### src/rtl/boost_regs_params.svh
// Purpose: offsets, field positions, reset values and timing for the
//          boost regulator register bank
// Assumes: byte-wide register port, 8-bit offsets
// Notes: definitions only
`ifndef BOOST_REGS_PARAMS_SVH
`define BOOST_REGS_PARAMS_SVH

// ==========================================================
// register offsets
`define OFS_TRIGGER_TASKS 8'h20
`define OFS_OUTPUT_LEVEL 8'h22
`define OFS_LEVEL_SOURCE 8'h23
`define OFS_BOOST_MODE 8'h24
`define OFS_COIL_PULSE_RESULT 8'h25
`define OFS_COIL_PULSE_LIMIT 8'h26
`define OFS_SMOOTH_DURATION 8'h27
`define OFS_CONTROL_PIN 8'h28
`define OFS_PIN_ACTIVE_MODE 8'h29
`define OFS_ENABLE_SET 8'h2A
`define OFS_ENABLE_CLEAR 8'h2B
`define OFS_BATT_CURRENT_LIMIT 8'h2D
`define OFS_BATT_THR_REG_EN 8'h2E
`define OFS_BATT_LOW_THR 8'h2F
`define OFS_BATT_HIGH_THR 8'h30
`define OFS_OUT_MIN_THR 8'h31
`define OFS_OUT_WARN_THR 8'h32
`define OFS_OUT_SMOOTH_THR 8'h33
`define OFS_MODE_READBACK 8'h34
`define OFS_OUTPUT_READBACK 8'h35

// ==========================================================
// field positions
`define BIT_PULSE_TRIGGER 0
`define BIT_DURATION_TRIGGER 1
`define BIT_EN_OUT_MIN 0
`define BIT_EN_OUT_WARN 1
`define BIT_EN_OUT_SMOOTH 2
`define BIT_EN_OVERCURRENT 3
`define BIT_EN_BATT_SELECT 4

// ==========================================================
// reset values
`define RST_ENABLES 5'h08
`define RST_OUT_MIN_THR 5'h0A
`define RST_OUT_WARN_THR 5'h0C
`define RST_ZERO 8'h00

// ==========================================================
// timing: base smoothing period and the millisecond tick
`define SMOOTH_BASE_PERIOD_NS 100000
`define CLK_PERIOD_NS 4
`define MS_PERIOD_NS 1000000
`define SMOOTH_BASE_CYCLES (`SMOOTH_BASE_PERIOD_NS / `CLK_PERIOD_NS)
`define MS_CYCLES (`MS_PERIOD_NS / `CLK_PERIOD_NS)

`endif

### src/rtl/boost_regs_pkg.sv
// Purpose: types shared by the boost regulator register bank
// Assumes: nothing beyond SystemVerilog packages
// Notes: encodings follow the register fields
package boost_regs_pkg;

   // ==========================================================
   // requested operating mode field
   typedef enum logic [3:0] {
      MODE_AUTO = 4'h0,
      MODE_HIGH_POWER = 4'h1,
      MODE_LOW_POWER = 4'h2,
      MODE_PASS_THROUGH = 4'h3,
      MODE_PREVENT_HIGH_POWER = 4'h4
   } boost_mode_type;

   // actual regulator mode as reported
   typedef enum logic [2:0] {
      ACT_HIGH_POWER = 3'h0,
      ACT_LOW_POWER = 3'h1,
      ACT_ULTRA_LOW_POWER = 3'h2,
      ACT_PASS_THROUGH = 3'h3,
      ACT_SMOOTHING = 3'h4
   } actual_mode_type;

   // measurement engine states
   typedef enum logic [2:0] {
      MEAS_IDLE = 3'b001,
      MEAS_PULSES = 3'b010,
      MEAS_DURATION = 3'b100
   } meas_state_type;

   // register port request
   typedef struct packed {
      logic wr;
      logic rd;
      logic [7:0] addr;
      logic [7:0] wdata;
   } reg_req_type;

   // controls handed to the analog regulator
   typedef struct packed {
      logic [7:0] level;
      boost_mode_type mode;
      logic [1:0] smoothing;
      logic [1:0] smoothing_period;
      logic [7:0] pulse_limit;
      logic [4:0] enables;
      logic [2:0] current_limit;
      logic low_batt_reg_en;
      logic high_batt_reg_en;
      logic [5:0] batt_low_thr;
      logic [5:0] batt_high_thr;
      logic [4:0] out_min_thr;
      logic [4:0] out_warn_thr;
      logic [4:0] out_smooth_thr;
      logic batt_select_allowed;
   } boost_ctrl_type;

   // status from the analog regulator
   typedef struct packed {
      actual_mode_type mode;
      logic below_min;
      logic below_warn;
      logic coil_pulse;
      logic smoothing_active;
   } boost_stat_type;

endpackage : boost_regs_pkg

### src/rtl/boost_regulator_control_regs.sv
// Purpose: control and status register bank of the boost regulator
// Assumes: register port decoded by the serial bus engine, one access
//          per cycle, read data valid one cycle after rd
// Notes: analog behaviour lives outside; this bank produces controls
//        and captures pulse counts and smoothing durations
`timescale 1ns/1ps
`default_nettype none
`include "boost_regs_params.svh"

module boost_regulator_control_regs #(
   parameter int unsigned SMOOTH_BASE = `SMOOTH_BASE_CYCLES,
   parameter int unsigned MS_TICK = `MS_CYCLES
) (
   input wire logic mclk,
   input wire logic sys_rst,
   input wire boost_regs_pkg::reg_req_type req,
   input wire logic [7:0] level_strap_pin,
   input wire logic [1:0] control_pin_in,
   input wire boost_regs_pkg::boost_stat_type stat,
   output logic [7:0] rdata,
   output boost_regs_pkg::boost_ctrl_type ctrl
);
   import boost_regs_pkg::*;

   // ==========================================================
   // stored register fields
   // only defined bits are kept
   logic [7:0] output_level_setting_reg;
   logic level_source_bit_reg;
   logic [3:0] mode_field_reg;
   logic [1:0] smoothing_reg;
   logic [1:0] smoothing_period_reg;
   logic [7:0] coil_pulse_limit_reg;
   logic [2:0] control_pin_choice_reg;
   logic [1:0] pin_active_mode_reg;
   logic [4:0] enables_reg;
   logic [2:0] battery_current_limit_reg;
   logic low_battery_reg_enable_reg;
   logic high_battery_reg_enable_reg;
   logic [5:0] battery_low_threshold_reg;
   logic [5:0] battery_high_threshold_reg;
   logic [4:0] output_min_threshold_reg;
   logic [4:0] output_warn_threshold_reg;
   logic [4:0] output_smoothing_threshold_reg;
   logic [7:0] coil_pulse_result_reg;
   logic [7:0] smoothing_duration_reg;
   logic [7:0] mode_readback_reg;
   logic [7:0] output_readback_reg;

   // rd and wr may both act
   logic wr_hit;
   logic [7:0] wd;
   assign wr_hit = req.wr;
   assign wd = req.wdata;

   // ==========================================================
   // plain read/write fields; reserved high bits are not stored
   // mode codes above 4 stored as is
   always_ff @(posedge mclk)
   begin
      if (sys_rst)
      begin
         output_level_setting_reg <= `RST_ZERO;
         level_source_bit_reg <= 1'b0;
         mode_field_reg <= 4'h0;
         smoothing_reg <= 2'h0;
         smoothing_period_reg <= 2'h0;
         coil_pulse_limit_reg <= `RST_ZERO;
         control_pin_choice_reg <= 3'h0;
         pin_active_mode_reg <= 2'h0;
      end
      else if (wr_hit)
      begin
         case (req.addr)
            `OFS_OUTPUT_LEVEL: output_level_setting_reg <= wd;
            `OFS_LEVEL_SOURCE: level_source_bit_reg <= wd[0];
            `OFS_BOOST_MODE:
            begin
               mode_field_reg <= wd[3:0];
               smoothing_reg <= wd[5:4];
               smoothing_period_reg <= wd[7:6];
            end
            `OFS_COIL_PULSE_LIMIT: coil_pulse_limit_reg <= wd;
            `OFS_CONTROL_PIN: control_pin_choice_reg <= wd[2:0];
            `OFS_PIN_ACTIVE_MODE: pin_active_mode_reg <= wd[1:0];
            default: ;
         endcase
      end
   end

   // ==========================================================
   // threshold and limit fields
   // high bits dropped, read zero
   always_ff @(posedge mclk)
   begin
      if (sys_rst)
      begin
         battery_current_limit_reg <= 3'h0;
         low_battery_reg_enable_reg <= 1'b0;
         high_battery_reg_enable_reg <= 1'b0;
         battery_low_threshold_reg <= 6'h00;
         battery_high_threshold_reg <= 6'h00;
         output_min_threshold_reg <= `RST_OUT_MIN_THR;
         output_warn_threshold_reg <= `RST_OUT_WARN_THR;
         output_smoothing_threshold_reg <= 5'h00;
      end
      else if (wr_hit)
      begin
         case (req.addr)
            `OFS_BATT_CURRENT_LIMIT: battery_current_limit_reg <= wd[2:0];
            `OFS_BATT_THR_REG_EN:
            begin
               low_battery_reg_enable_reg <= wd[0];
               high_battery_reg_enable_reg <= wd[1];
            end
            `OFS_BATT_LOW_THR: battery_low_threshold_reg <= wd[5:0];
            `OFS_BATT_HIGH_THR: battery_high_threshold_reg <= wd[5:0];
            `OFS_OUT_MIN_THR: output_min_threshold_reg <= wd[4:0];
            `OFS_OUT_WARN_THR: output_warn_threshold_reg <= wd[4:0];
            `OFS_OUT_SMOOTH_THR: output_smoothing_threshold_reg <= wd[4:0];
            default: ;
         endcase
      end
   end

   // ==========================================================
   // shared enables: set and clear registers act on one store
   // set and clear never collide
   always_ff @(posedge mclk)
   begin
      if (sys_rst)
         enables_reg <= `RST_ENABLES;
      else if (wr_hit && req.addr == `OFS_ENABLE_SET)
         enables_reg <= enables_reg | wd[4:0];
      else if (wr_hit && req.addr == `OFS_ENABLE_CLEAR)
         enables_reg <= enables_reg & ~wd[4:0];
   end

   // ==========================================================
   // effective mode: an active control pin overrides the mode field
   // reserved codes mean no pin
   logic pin_active;
   boost_mode_type mode_eff;
   always_comb
   begin
      case (control_pin_choice_reg)
         3'h1: pin_active = ~control_pin_in[0];
         3'h2: pin_active = control_pin_in[0];
         3'h3: pin_active = ~control_pin_in[1];
         3'h4: pin_active = control_pin_in[1];
         default: pin_active = 1'b0; // none or reserved codes
      endcase
      if (pin_active)
      begin
         case (pin_active_mode_reg)
            2'h0: mode_eff = MODE_HIGH_POWER;
            2'h1: mode_eff = MODE_LOW_POWER;
            2'h2: mode_eff = MODE_PASS_THROUGH;
            default: mode_eff = MODE_PREVENT_HIGH_POWER;
         endcase
      end
      else
         mode_eff = boost_mode_type'(mode_field_reg);
   end

   // smoothing is withheld unless the effective mode tolerates it;
   // this keeps the regulator safe if software breaks the pairing
   logic [1:0] smoothing_eff;
   assign smoothing_eff = (mode_eff == MODE_LOW_POWER ||
      mode_eff == MODE_PREVENT_HIGH_POWER) ? smoothing_reg : 2'h0;

   // ==========================================================
   // control outputs, all registered
   // zero for one cycle after reset
   // pulse limit enforced outside
   always_ff @(posedge mclk)
   begin
      if (sys_rst)
         ctrl <= '0;
      else
      begin
         ctrl.level <= level_source_bit_reg ? output_level_setting_reg
            : level_strap_pin;
         ctrl.mode <= mode_eff;
         ctrl.smoothing <= smoothing_eff;
         ctrl.smoothing_period <= smoothing_period_reg;
         ctrl.pulse_limit <= coil_pulse_limit_reg;
         ctrl.enables <= enables_reg;
         ctrl.current_limit <= battery_current_limit_reg;
         ctrl.low_batt_reg_en <= low_battery_reg_enable_reg;
         ctrl.high_batt_reg_en <= high_battery_reg_enable_reg;
         ctrl.batt_low_thr <= battery_low_threshold_reg;
         ctrl.batt_high_thr <= battery_high_threshold_reg;
         ctrl.out_min_thr <= output_min_threshold_reg;
         ctrl.out_warn_thr <= output_warn_threshold_reg;
         ctrl.out_smooth_thr <= output_smoothing_threshold_reg;
         ctrl.batt_select_allowed <= enables_reg[`BIT_EN_BATT_SELECT];
      end
   end

   // ==========================================================
   // task triggers: only ones start anything
   // pulse trigger wins a tie
   logic pulse_go;
   logic duration_go;
   assign pulse_go = wr_hit && req.addr == `OFS_TRIGGER_TASKS &&
      wd[`BIT_PULSE_TRIGGER];
   assign duration_go = wr_hit && req.addr == `OFS_TRIGGER_TASKS &&
      wd[`BIT_DURATION_TRIGGER];

   // refresh period length in cycles from the period code
   // code change moves the end
   logic [31:0] period_cycles;
   assign period_cycles = SMOOTH_BASE << smoothing_period_reg;

   // ==========================================================
   // measurement engine; a new trigger restarts whichever runs
   // results held until next run
   // counts saturate, never wrap
   // no ready flag is kept here
   meas_state_type meas_reg;
   logic [31:0] tick_reg;
   logic [7:0] acc_reg;
   always_ff @(posedge mclk)
   begin
      if (sys_rst)
      begin
         meas_reg <= MEAS_IDLE;
         tick_reg <= 32'h0;
         acc_reg <= 8'h00;
         coil_pulse_result_reg <= 8'h00;
         smoothing_duration_reg <= 8'h00;
      end
      else if (pulse_go)
      begin
         meas_reg <= MEAS_PULSES;
         tick_reg <= 32'h0;
         acc_reg <= 8'h00;
      end
      else if (duration_go)
      begin
         meas_reg <= MEAS_DURATION;
         tick_reg <= 32'h0;
         acc_reg <= 8'h00;
      end
      else
      begin
         case (meas_reg)
            MEAS_PULSES:
            begin
               // count pulses over one refresh period, saturating
               // last-cycle pulse counts
               if (tick_reg + 32'h1 >= period_cycles)
               begin
                  coil_pulse_result_reg <= acc_reg +
                     {7'h0, stat.coil_pulse && acc_reg != 8'hFF};
                  meas_reg <= MEAS_IDLE;
               end
               else
               begin
                  tick_reg <= tick_reg + 32'h1;
                  if (stat.coil_pulse && acc_reg != 8'hFF)
                     acc_reg <= acc_reg + 8'h01;
               end
            end
            MEAS_DURATION:
            begin
               // whole milliseconds while smoothing is active
               // partial ms dropped
               if (!stat.smoothing_active)
               begin
                  smoothing_duration_reg <= acc_reg;
                  meas_reg <= MEAS_IDLE;
               end
               else if (tick_reg + 32'h1 >= MS_TICK)
               begin
                  tick_reg <= 32'h0;
                  if (acc_reg != 8'hFF)
                     acc_reg <= acc_reg + 8'h01;
               end
               else
                  tick_reg <= tick_reg + 32'h1;
            end
            default: meas_reg <= MEAS_IDLE;
         endcase
      end
   end

   // ==========================================================
   // status capture
   // readback lags one cycle
   always_ff @(posedge mclk)
   begin
      if (sys_rst)
      begin
         mode_readback_reg <= 8'h00;
         output_readback_reg <= 8'h00;
      end
      else
      begin
         mode_readback_reg <= {5'h00, stat.mode};
         output_readback_reg <= {6'h00, stat.below_warn,
            stat.below_min};
      end
   end

   // ==========================================================
   // read mux; unmapped and write-only offsets read zero
   // rdata moves only on a read
   always_ff @(posedge mclk)
   begin
      if (sys_rst)
         rdata <= 8'h00;
      else if (req.rd)
      begin
         case (req.addr)
            `OFS_OUTPUT_LEVEL: rdata <= output_level_setting_reg;
            `OFS_LEVEL_SOURCE: rdata <= {7'h00, level_source_bit_reg};
            `OFS_BOOST_MODE: rdata <= {smoothing_period_reg,
               smoothing_reg, mode_field_reg};
            `OFS_COIL_PULSE_RESULT: rdata <= coil_pulse_result_reg;
            `OFS_COIL_PULSE_LIMIT: rdata <= coil_pulse_limit_reg;
            `OFS_SMOOTH_DURATION: rdata <= smoothing_duration_reg;
            `OFS_CONTROL_PIN: rdata <= {5'h00, control_pin_choice_reg};
            `OFS_PIN_ACTIVE_MODE: rdata <= {6'h00, pin_active_mode_reg};
            `OFS_ENABLE_SET: rdata <= {3'h0, enables_reg};
            `OFS_ENABLE_CLEAR: rdata <= {3'h0, enables_reg};
            `OFS_BATT_CURRENT_LIMIT: rdata <= {5'h00,
               battery_current_limit_reg};
            `OFS_BATT_THR_REG_EN: rdata <= {6'h00,
               high_battery_reg_enable_reg, low_battery_reg_enable_reg};
            `OFS_BATT_LOW_THR: rdata <= {2'h0, battery_low_threshold_reg};
            `OFS_BATT_HIGH_THR: rdata <= {2'h0, battery_high_threshold_reg};
            `OFS_OUT_MIN_THR: rdata <= {3'h0, output_min_threshold_reg};
            `OFS_OUT_WARN_THR: rdata <= {3'h0, output_warn_threshold_reg};
            `OFS_OUT_SMOOTH_THR: rdata <= {3'h0,
               output_smoothing_threshold_reg};
            `OFS_MODE_READBACK: rdata <= mode_readback_reg;
            `OFS_OUTPUT_READBACK: rdata <= output_readback_reg;
            default: rdata <= 8'h00;
         endcase
      end
   end

endmodule : boost_regulator_control_regs
`default_nettype wire

### config.mk
export PLATFORM = sky130hd
export DESIGN_NAME = boost_regulator_control_regs
export DESIGN_NICKNAME = d
export VERILOG_FILES = /design/src/rtl/boost_regs_pkg.sv /design/src/rtl/boost_regulator_control_regs.sv
export VERILOG_INCLUDE_DIRS = /design/src /design/src/rtl
export SDC_FILE = /design/constraint.sdc
export NUM_CORES = 1
export LEC_CHECK = 0
export BUFFER_PORTS_ARGS = -buffer_cell sky130_fd_sc_hd__buf_2
export CORE_MARGIN = 2
export CORE_UTILIZATION = 50
export DETAILED_ROUTE_END_ITERATION = 12
export PLACE_DENSITY = 0.83
export SLEW_MARGIN = 10
export SYNTH_ARGS = -nofsm -noshare
export SYNTH_HDL_FRONTEND = slang
export SYNTH_SLANG_ARGS = --single-unit
### constraint.sdc
create_clock -name mclk -period 3.25 [get_ports mclk]
set_input_delay 0.65 -clock mclk [delete_from_list [all_inputs] [get_ports mclk]]
set_output_delay 0.65 -clock mclk [all_outputs]
set_load 0.05 [all_outputs]
==> flow_summary.toml, run 1 <==
[sta]
rsz0062_at_grt = "yes"
worstMarginPinSlew_ps = 987
relSlewSlack_pct = 34.1
finClkSkew_ps = 10.9
final.min_clock_period_ps = 3480
finalHoldViolations = 0
setup_ws_ps = -228
setup-tns-final_ps = -7740
setup_viol = 50
fin_crit_sh_pct = 107
maxSlewViolCount = 0
fmax_mhz = 288

[power_and_ir_drop]
sequentialPowerShare_pct = 50.0
ir_worst_vdd_v = 0.000382
pwr-share-clk_pct = 44.9
p_total_mw = 4.93
p_sw_mw = 1.33
swShare_pct = 26.9
internal_power_mw = 3.61
p_leak_nw = 5.05
pwr-share-comb_pct = 5.1
powerDensity_mw_per_mm2 = 437

[status]
status = "complete, but fails checks"
violations = "setup timing"

[logic_synthesis]
synth-async-reset-ratio_pct = 0
syn_area_mm2 = 0.00906
synth_cell_types = 78
synthSimpleGateAreaFrac_pct = 21.2
synth_xor_area_share_pct = 2.13
synth_adder_area_share_pct = 3.59
ys_warn_count = 0
synth_seq_cells = 200
yosys.area.top_type_share_pct = 44.2
synth_top_family_by_area = "simple AND/OR/NAND/NOR gates"
yosys-mux-area-fraction_pct = 11.5
synth-compound-area-share_pct = 13.1
syn_area_per_cell_um2 = 9.44
syn_inst = 960
seq_area_frac_synth_pct = 44.2
yosysTopAreaCell = "dfxtp_1"
synth_area_leaders = "dfxtp_1, mux2i_1, nor2_1"
syn_nets = 1023
synth_edf_count = 0
synthFlopType = "dfxtp_1"

[clock_network]
cts_made_buffers = 17
clkLatencyLatePin_ps = 440
cts.sinks = 200
cts-root-buf = "clkbuf_16"
cts_buffer_depth = 2
holdBufCountCts = 0
cts_tree = "built"
clkTransAtPathRegs_ps = 80
h-tree-depth = 4

[cells_and_area]
nFillCells = 1342
largest_reg_flops = 61
stdcell_area_mm2 = 0.0113
layout_commonest_cell = "dfxtp_1"
syn_to_final_growth_pct = 24.6
nets = 1166
final_layout_size_suffix_gt1_share_pct = 28.9
mostFrequentLayoutCells = "dfxtp_1, nor2_1, buf_2, buf_4, mux2i_1"
diodes = 0

[global_routing]
overflow = 0
track_usage_pct = 25.3
grt_max_degree = 62
grt_pass1_vias = 7644
grt_pass1_wl_um = 39500
antenna_found_initial = 0

[floorplanning]
dieArea_mm2 = 0.0192
io_pins = 107
initial_utilization_pct = 50.8
die_h_um = 139
fp.dieW_um = 139
fp.coreArea_mm2 = 0.0178
num_rows = 49

[hold_path]
whs_path_depth = 3
hold_class = "primary input to flop"
min-delay-start = "level_strap_pin[2]"
hold_end = "ctrl[56]"

[drt]
routedWlPerCell_um = 18.4
drcViolationCount = 0
drt_wl_total_um = 24700
firstDrtPassIters = 6
top_layer_used = "met4"
drtIter0Drc = 791
wl_met2_um = 12000
vias = 7933
postRouteAntennaNets = 0
met3_length_um = 1720
vias_per_cell = 5.90
drt-met1-wl_um = 9910

[critical_path]
reg2reg_slack_ps = -230
cpMostUsedCell = "a21boi_2"
slowest_delay_ps = 520
worstPathMaxFanout = 10
worst_ep_required_time_ps = 3570
r2r_end = "tick_reg[16]"
endpoint_kind = "flop"
worstRegToRegCells = 15
cp.arrival_ps = 3790
critPathLaunchType = "flop"
crit_chain = "nand4_4 > nor3_4 > nand2_2 > xor2_2 > inv_1 > ha_1 > nand4_1 > or4_1 > a221o_1 > a21boi_2 > a311oi_4 > a21boi_2 > nand2b_4 > buf_12 > o41ai_1"
regToRegStartpoint = "tick_reg[2]"
critical_path.slowest_cell = "or4_1"
crit_type = "flop to flop"

[place]
dp.final_hpwl_um = 16800
dpl-instance-area_mm2 = 0.0102
port_buffers = 106
place.gp.congestion = 0.924

[run]
cap_violations = 0
cell families (layout without fill, tap and decap cells):
kind of cell	after synthesis	after routing
and+or+nand+nor	371	371
DFF	200	200
AOI/OAI and AO/OA	157	157
muxes	92	92
buffers and inverters	92	248
adders and majority gates	26	26
xor gates and xnor gates	22	22
area by class of cell:
type                    instances  area (µm²)  share of cell area [%]
clock buffers                  17         425                    3.77
repair buffers                199        1320                    11.7
inverters                      17        63.8                   0.565
well taps                     229         287                    2.54
flip-flops and latches        200        4030                    35.7
multi-input cells             668        4950                    43.9
clock inverters                15         204                    1.81
worst max path at each step:
stage,startpoint,endpoint,slack (ps),depth (start not counted)
floorplan,tick_reg[7],tick_reg[6],-40,17
global placement,tick_reg[3],tick_reg[16],-100,12
detailed placement,tick_reg[3],tick_reg[16],-200,12
CTS,tick_reg[0],coil_pulse_result_reg[0],-110,13
global route,tick_reg[5],tick_reg[16],-410,14
finish,tick_reg[2],tick_reg[16],-230,15
power by group through the flow:
stage                     combinational, mW  clock [mW]  sequential [mW]
after detailed placement              0.241           0             2.53
after CTS                             0.247        2.23             2.47
final                                 0.251        2.21             2.47
after floorplan                       0.109           0             2.58
after global placement                0.239           0             2.53
after global routing                  0.264        2.32             2.47
cell usage after synthesis, types with 3 or more instances:
| cell type | instances |
|---|---|
| dfxtp_1 | 200 |
| nor2_1 | 114 |
| mux2i_1 | 79 |
| nand2_1 | 67 |
| clkbuf_1 | 53 |
| nor2b_1 | 53 |
| nand3_1 | 46 |
| a21oi_1 | 33 |
| ha_1 | 26 |
| and3_1 | 24 |
| a211oi_1 | 18 |
| inv_1 | 16 |
| buf_2 | 15 |
| o21ai_0 | 14 |
| o2bb2ai_1 | 14 |
| xnor2_1 | 11 |
| xor2_1 | 11 |
| and2_1 | 10 |
| nor3_1 | 10 |
| a22o_1 | 9 |
| mux4_2 | 9 |
| nand4_1 | 9 |
| a22oi_1 | 7 |
| a311oi_1 | 7 |
| a32oi_1 | 7 |
| a2111o_1 | 5 |
| a31oi_1 | 5 |
| nor4_1 | 5 |
| mux2_2 | 4 |
| nand3b_1 | 4 |
| o21ai_1 | 4 |
| and4_1 | 3 |
| nand2b_1 | 3 |
| nor3b_1 | 3 |
| o2111ai_1 | 3 |
| or2_2 | 3 |
| or3_1 | 3 |
metal layers:
metal	vias up	global-route usage, %
li1	3700	-
met5	-	0
met4	0	12.4
met3	83	5.04
met2	379	42.6
met1	3771	31.1
worst max-delay path, delay by kind of cell, from the launching register on:
family | cells | cell delay [ps]
compound gates | 5 | 980
xor+xnor | 1 | 170
fa+ha+maj | 1 | 300
buf+inv | 2 | 220
flops | 1 | 390
simple gates | 6 | 1290
stage by stage:
stage                     hold slack, ps  util (%)  worst slack, ps  instances
after global routing                 438      63.3             -413       1345
after CTS                            426      62.6             -111       1337
after floorplan                      441         -            -37.6        960
after detailed placement             464      57.1             -200       1293
final                                435      63.3             -228       1345
after global placement               460      57.1             -104       1293
what timing repair did:
item | 4_1_cts | 5_1_grt
pin swaps | 21 | 3
setup buffers | 11 | 8
cloned | 1 | 0
setup endpoints to repair | 50 | 50
resized for setup | 58 | 12
(Power assumes the default switching activity.)
==> inputs of run 2 (changes only) <==
--- a/config.mk
+++ b/config.mk
@@ -6,6 +6,7 @@
 export SDC_FILE = /design/constraint.sdc
 export NUM_CORES = 1
 export LEC_CHECK = 0
+export ABC_AREA = 1
 export BUFFER_PORTS_ARGS = -buffer_cell sky130_fd_sc_hd__buf_2
 export CORE_MARGIN = 2
 export CORE_UTILIZATION = 50
==> flow_summary.toml, run 2 <==
[status]
status = "completed"

[hold_path]
hold_class = "primary input to flop"
min-delay-start = "stat[5]"
whs_path_depth = 3
hold_end = "mode_readback_reg[1]"

[run]
cap_violations = 0

[floorplanning]
num_rows = 49
fp.dieW_um = 140
io_pins = 107
fp.coreArea_mm2 = 0.0181
die_h_um = 140
dieArea_mm2 = 0.0197
initial_utilization_pct = 51.4

[global_routing]
overflow = 0
grt_pass1_vias = 8608
antenna_found_initial = 0
grt_max_degree = 54
track_usage_pct = 26.3
grt_pass1_wl_um = 41600

[power_and_ir_drop]
p_total_mw = 4.84
powerDensity_mw_per_mm2 = 446
p_leak_nw = 4.80
ir_worst_vdd_v = 0.000394

[clock_network]
h-tree-depth = 4
clkTransAtPathRegs_ps = 80
cts_buffer_depth = 2
clkLatencyLatePin_ps = 450
cts_made_buffers = 17
cts-root-buf = "clkbuf_16"
cts_tree = "built"
holdBufCountCts = 0
cts.sinks = 200

[place]
dpl-instance-area_mm2 = 0.0101
placed_cells = 1603
place.gp.congestion = 0.964
port_buffers = 106
pre_cts_slack_ps = 85.8
dp.final_hpwl_um = 18800

[logic_synthesis]
synth_cell_types = 37
synth_seq_cells = 200
yosys.area.top_type_share_pct = 43.1
syn_area_per_cell_um2 = 7.14
seq_area_frac_synth_pct = 43.1
syn_nets = 1365
yosysTopAreaCell = "dfxtp_1"
synthFlopType = "dfxtp_1"
syn_area_mm2 = 0.00930
synth.most_common_cell = "nand2_1"
syn_inst = 1302
ys_warn_count = 0
synth_edf_count = 0
synth_area_leaders = "dfxtp_1, nand2_1, inv_1"
synth-async-reset-ratio_pct = 0
synthTopCellsByCount = "nand2_1, dfxtp_1, inv_1"

[cells_and_area]
finalNonFillerCells = 1644
regArea_mm2 = 0.00402
layout_commonest_cell = "nand2_1"
largest_reg_flops = 61
stdcell_area_mm2 = 0.0109
nFillCells = 1548
mostFrequentLayoutCells = "nand2_1, dfxtp_1, inv_1, nor2_1, a21oi_1"
syn_to_final_growth_pct = 16.8
final_layout_size_suffix_gt1_share_pct = 15.3
nets = 1465
multiInputGateArea_mm2 = 0.00451
diodes = 0

[sta]
setup_ws_ps = 191
finClkSkew_ps = 20.4
fin_crit_sh_pct = 94.1
fmax_mhz = 327
setup_viol = 0
maxSlewViolCount = 0
relSlewSlack_pct = 48.1
final.min_clock_period_ps = 3060
finalHoldViolations = 0
setup-tns-final_ps = 0
worstMarginPinSlew_ps = 772

[critical_path]
cp.arrival_ps = 3430
worstRegToRegCells = 19
worstPathMaxFanout = 8
crit_chain = "ha_4 > nand2_4 > nor2_8 > nand2_2 > nor2_1 > nand2_1 > xor2_2 > inv_1 > ha_1 > a21oi_1 > inv_1 > nor2_1 > nand2_1 > nor2_4 > nand3_4 > nand2_8 > clkbuf_16 > nand3_1 > a21oi_1"
crit_type = "flop to flop"
reg2reg_slack_ps = 190
worst_ep_required_time_ps = 3620
critical_path.slowest_cell = "dfxtp_4"
regToRegStartpoint = "tick_reg[1]"
endpoint_kind = "flop"
slowest_delay_ps = 380
critPathLaunchType = "flop"
r2r_end = "tick_reg[2]"

[drt]
firstDrtPassIters = 6
drcViolationCount = 0
drt_wl_total_um = 26600
vias_per_cell = 5.59
postRouteAntennaNets = 0
vias = 9187
routedWlPerCell_um = 16.2
drtIter0Drc = 936
## run 2: cell count changes after synthesis, sizes merged, moves of 19 or more
| cell | delta |
|---|---|
| nor2 | +61 |
| o21ai | +81 |
| nand3 | +56 |
| nor2b | -53 |
| a21oi | +95 |
| mux2i | -79 |
| and3 | -24 |
| nand2 | +186 |
| inv | +162 |
| a211oi | -19 |
## run 2: power breakdown
group          internal (mW)  switching [mW]
Combinational         0.0471           0.149
Sequential              2.46         0.00568
Clock                   1.13            1.05
Total                   3.64            1.21
## run 2: cells by family after synthesis
logic type	share of synthesized area, %
adders and majority gates	3.50
AOI/OAI and AO/OA	15.1
buffers and inverters	9.46
xor gates and xnor gates	1.98
and+or+nand+nor	26.9
DFF	43.1
## run 2: how the worst max path moves through the flow
stage,endpoint,cells past startpoint,start,slack (ps)
after floorplan,acc_reg[2],24,tick_reg[0],550
after global placement,coil_pulse_result_reg[3],22,tick_reg[1],200
after detailed placement,coil_pulse_result_reg[1],22,tick_reg[1],90
after CTS,coil_pulse_result_reg[3],22,tick_reg[1],10
after global routing,tick_reg[4],22,tick_reg[1],-20
final,tick_reg[2],19,tick_reg[1],190
## run 2: timing repair
action	in CTS	in global routing
buffers inserted	0	7
setup endpoints to repair	0	49
gates resized for setup	0	24
## run 2: through the flow
| stage | utilization, % | hold WS [ps] |
|---|---|---|
| 3_5_place_dp | 55.6 | 440 |
| 2_1_floorplan | - | 413 |
| 4_1_cts | 59.0 | 399 |
| 6_report | 60.1 | 404 |
| 5_1_grt | 60.1 | 414 |
| 3_3_place_gp | 55.6 | 434 |
## run 2: per-layer routing
| layer | share of wire (%) | routed length [µm] | vias up | global-route usage (%) |
|---|---|---|---|---|
| met4 | 3.2 | 840 | 0 | 10.2 |
| li1 | - | - | 4409 | - |
| met3 | 9.1 | 2420 | 93 | 5.74 |
| met5 | 0 | 0 | - | 0 |
| met1 | 42 | 11100 | 4181 | 34.3 |
| met2 | 46 | 12200 | 504 | 42.6 |
## run 2: worst max-delay path: cells and delay by family (launching register included)
| kind | cells | cell delay [ps] |
|---|---|---|
| AOI/OAI and AO/OA | 2 | 360 |
| xor gates and xnor gates | 1 | 200 |
| adders and majority gates | 2 | 350 |
| buffers and inverters | 3 | 320 |
| DFF | 1 | 380 |
| and+or+nand+nor | 11 | 1370 |
## run 2: cell type report
cell class / count / area share (%)
clock buffers: 18 / 4.04
inverters: 178 / 6.15
well taps: 229 / 2.64
repair buffers: 128 / 7.06
flip-flops and latches: 200 / 37.0
clock inverters: 14 / 1.67
multi-input cells: 877 / 41.5
==> inputs of run 3 (changes only) <==
--- a/config.mk
+++ b/config.mk
@@ -7,11 +7,11 @@
 export NUM_CORES = 1
 export LEC_CHECK = 0
 export ABC_AREA = 1
-export BUFFER_PORTS_ARGS = -buffer_cell sky130_fd_sc_hd__buf_2
 export CORE_MARGIN = 2
 export CORE_UTILIZATION = 50
 export DETAILED_ROUTE_END_ITERATION = 12
-export PLACE_DENSITY = 0.83
+export DONT_BUFFER_PORTS = 1
+export PLACE_DENSITY = 0.78
 export SLEW_MARGIN = 10
 export SYNTH_ARGS = -nofsm -noshare
 export SYNTH_HDL_FRONTEND = slang
==> flow_summary.toml, run 3 (synthesis results as in run 2) <==
[status]
status = "completed"

[clock_network]
h-tree-depth = 4
clkTransAtPathRegs_ps = 80
cts.sinks = 200
cts_buffer_depth = 2
cts-root-buf = "clkbuf_16"
cts_tree = "built"
clkLatencyLatePin_ps = 450
cts_made_buffers = 17

[sta]
fin_crit_sh_pct = 95.9
final.min_clock_period_ps = 3120
finClkSkew_ps = 12.9
finalHoldViolations = 0
worstMarginPinSlew_ps = 997
setup_viol = 0
maxSlewViolCount = 0
fmax_mhz = 321
relSlewSlack_pct = 33.4

[drt]
vias = 8698
postRouteAntennaNets = 0
firstDrtPassIters = 6
routedWlPerCell_um = 16.9
drt-met1-wl_um = 11000
wl_met2_um = 11600
met3_length_um = 2360
drt_wl_total_um = 25900
drcViolationCount = 0
drtIter0Drc = 881
vias_per_cell = 5.65
top_layer_used = "met4"

[critical_path]
worst_ep_required_time_ps = 3630
reg2reg_slack_ps = 130
endpoint_kind = "flop"
crit_path_start = "tick_reg[5]"
crit_type = "flop to flop"
r2r_end = "tick_reg[4]"
worstRegToRegCells = 17
critPathLaunchType = "flop"
regToRegStartpoint = "tick_reg[5]"
cp-endpoint = "tick_reg[4]"
worstPathMaxFanout = 8
cp.arrival_ps = 3490

[power_and_ir_drop]
sequentialPowerShare_pct = 52.1
p_sw_mw = 1.18
internal_power_mw = 3.62
pwr-share-clk_pct = 46.1
powerDensity_mw_per_mm2 = 465
ir_worst_vdd_v = 0.000353
p_leak_nw = 4.28
swShare_pct = 24.6
pwr-share-comb_pct = 1.7

[hold_path]
whs_path_depth = 1
hold_class = "primary input to flop"
min-delay-start = "sys_rst"

[floorplanning]
die_h_um = 140
dieArea_mm2 = 0.0197
fp.dieW_um = 140
io_pins = 107
num_rows = 49
initial_utilization_pct = 51.4
fp.coreArea_mm2 = 0.0181

[run]
cap_violations = 0

[global_routing]
grt_max_degree = 82
grt_pass1_vias = 7767
antenna_found_initial = 0
track_usage_pct = 25.3
grt_pass1_wl_um = 39800
overflow = 0

[cells_and_area]
fin_util_pct = 57.1
syn_to_final_growth_pct = 11.2
layout_commonest_cell = "nand2_1"
diodes = 0
finalNonFillerCells = 1539
mostFrequentLayoutCells = "nand2_1, dfxtp_1, inv_1, nor2_1, a21oi_1"
largest_reg_flops = 61
final_layout_size_suffix_gt1_share_pct = 8.32
nets = 1360
nFillCells = 1600

[place]
place.gp.congestion = 0.938
placed_cells = 1492
port_buffers = 0
dp.final_hpwl_um = 18000
==> run 3: changes by cell type in the layout (fill, tap and decap cells not counted), moves of 2 or more <==
cell / delta
a21oi_1: -2
a21oi_2: +2
buf_12: -2
buf_2: -106
buf_6: +2
inv_8: +3
==> run 3: how the worst min path moves through the flow <==
stage               endpoint  slack, ps
floorplan           ctrl[36]        410
CTS                 ctrl[45]        260
finish              ctrl[43]        260
global placement    ctrl[36]        440
global route        ctrl[43]        270
detailed placement  ctrl[13]        440
==> run 3: repair_timing <==
item | CTS | global route
setup endpoints to repair | 1 | 50
gates cloned | 0 | 4
setup buffers | 0 | 11
resized for setup | 1 | 22
pin swaps | 0 | 4
hold buffers | 0 | 0
==> run 3: power groups by stage <==
stage	combinational, mW	sequential (mW)	clock [mW]
final	0.0839	2.50	2.21
after global routing	0.0926	2.50	2.31
after CTS	0.0815	2.50	2.23
after detailed placement	0.0811	2.56	0
after global placement	0.0792	2.56	0
after floorplan	0.0800	2.56	0
==> run 3: stage by stage <==
step | hold slack [ps] | total power, mW | setup slack (ps) | TNS (ps) | cell area (µm²)
2_1_floorplan | 413 | 2.64 | 553 | 0 | 9300
3_3_place_gp | 436 | 2.64 | 172 | 0 | 9470
3_5_place_dp | 438 | 2.64 | 35.9 | 0 | 9470
4_1_cts | 262 | 4.81 | 40.0 | 0 | 10100
5_1_grt | 272 | 4.91 | -58.4 | -776 | 10300
6_report | 263 | 4.80 | 133 | 0 | 10300
==> run 3: area by class of cell <==
| class | instances | area (µm²) | share of cell area, % |
|---|---|---|---|
| sequential | 200 | 4010 | 38.8 |
| clock inverter | 13 | 178 | 1.72 |
| timing repair buffer | 23 | 244 | 2.36 |
| multi-input combinational | 877 | 4500 | 43.6 |
| inverter | 178 | 668 | 6.46 |
| tap | 229 | 287 | 2.77 |
| clock buffer | 19 | 443 | 4.29 |
==> run 3: critical path: stages (launching register included) <==
cell       delay (ps)
dfxtp_1           410
nand2_1           140
nor2_4            220
nand3_1           150
nor2_1            200
xnor2_1           210
inv_1             130
ha_1              310
a21oi_1           140
inv_1              60
nor2_1            100
nand2_1            90
nor2_4            150
nand3_4           140
nand2_8           200
clkbuf_16         200
nand3_1            80
a21oi_2           130
==> run 3: per-layer routing <==
| layer | up-vias | track usage [%] |
|---|---|---|
| met5 | - | 0 |
| met4 | 0 | 9.25 |
| met3 | 84 | 6.02 |
| met2 | 451 | 39.9 |
| met1 | 3964 | 33.8 |
| li1 | 4199 | - |
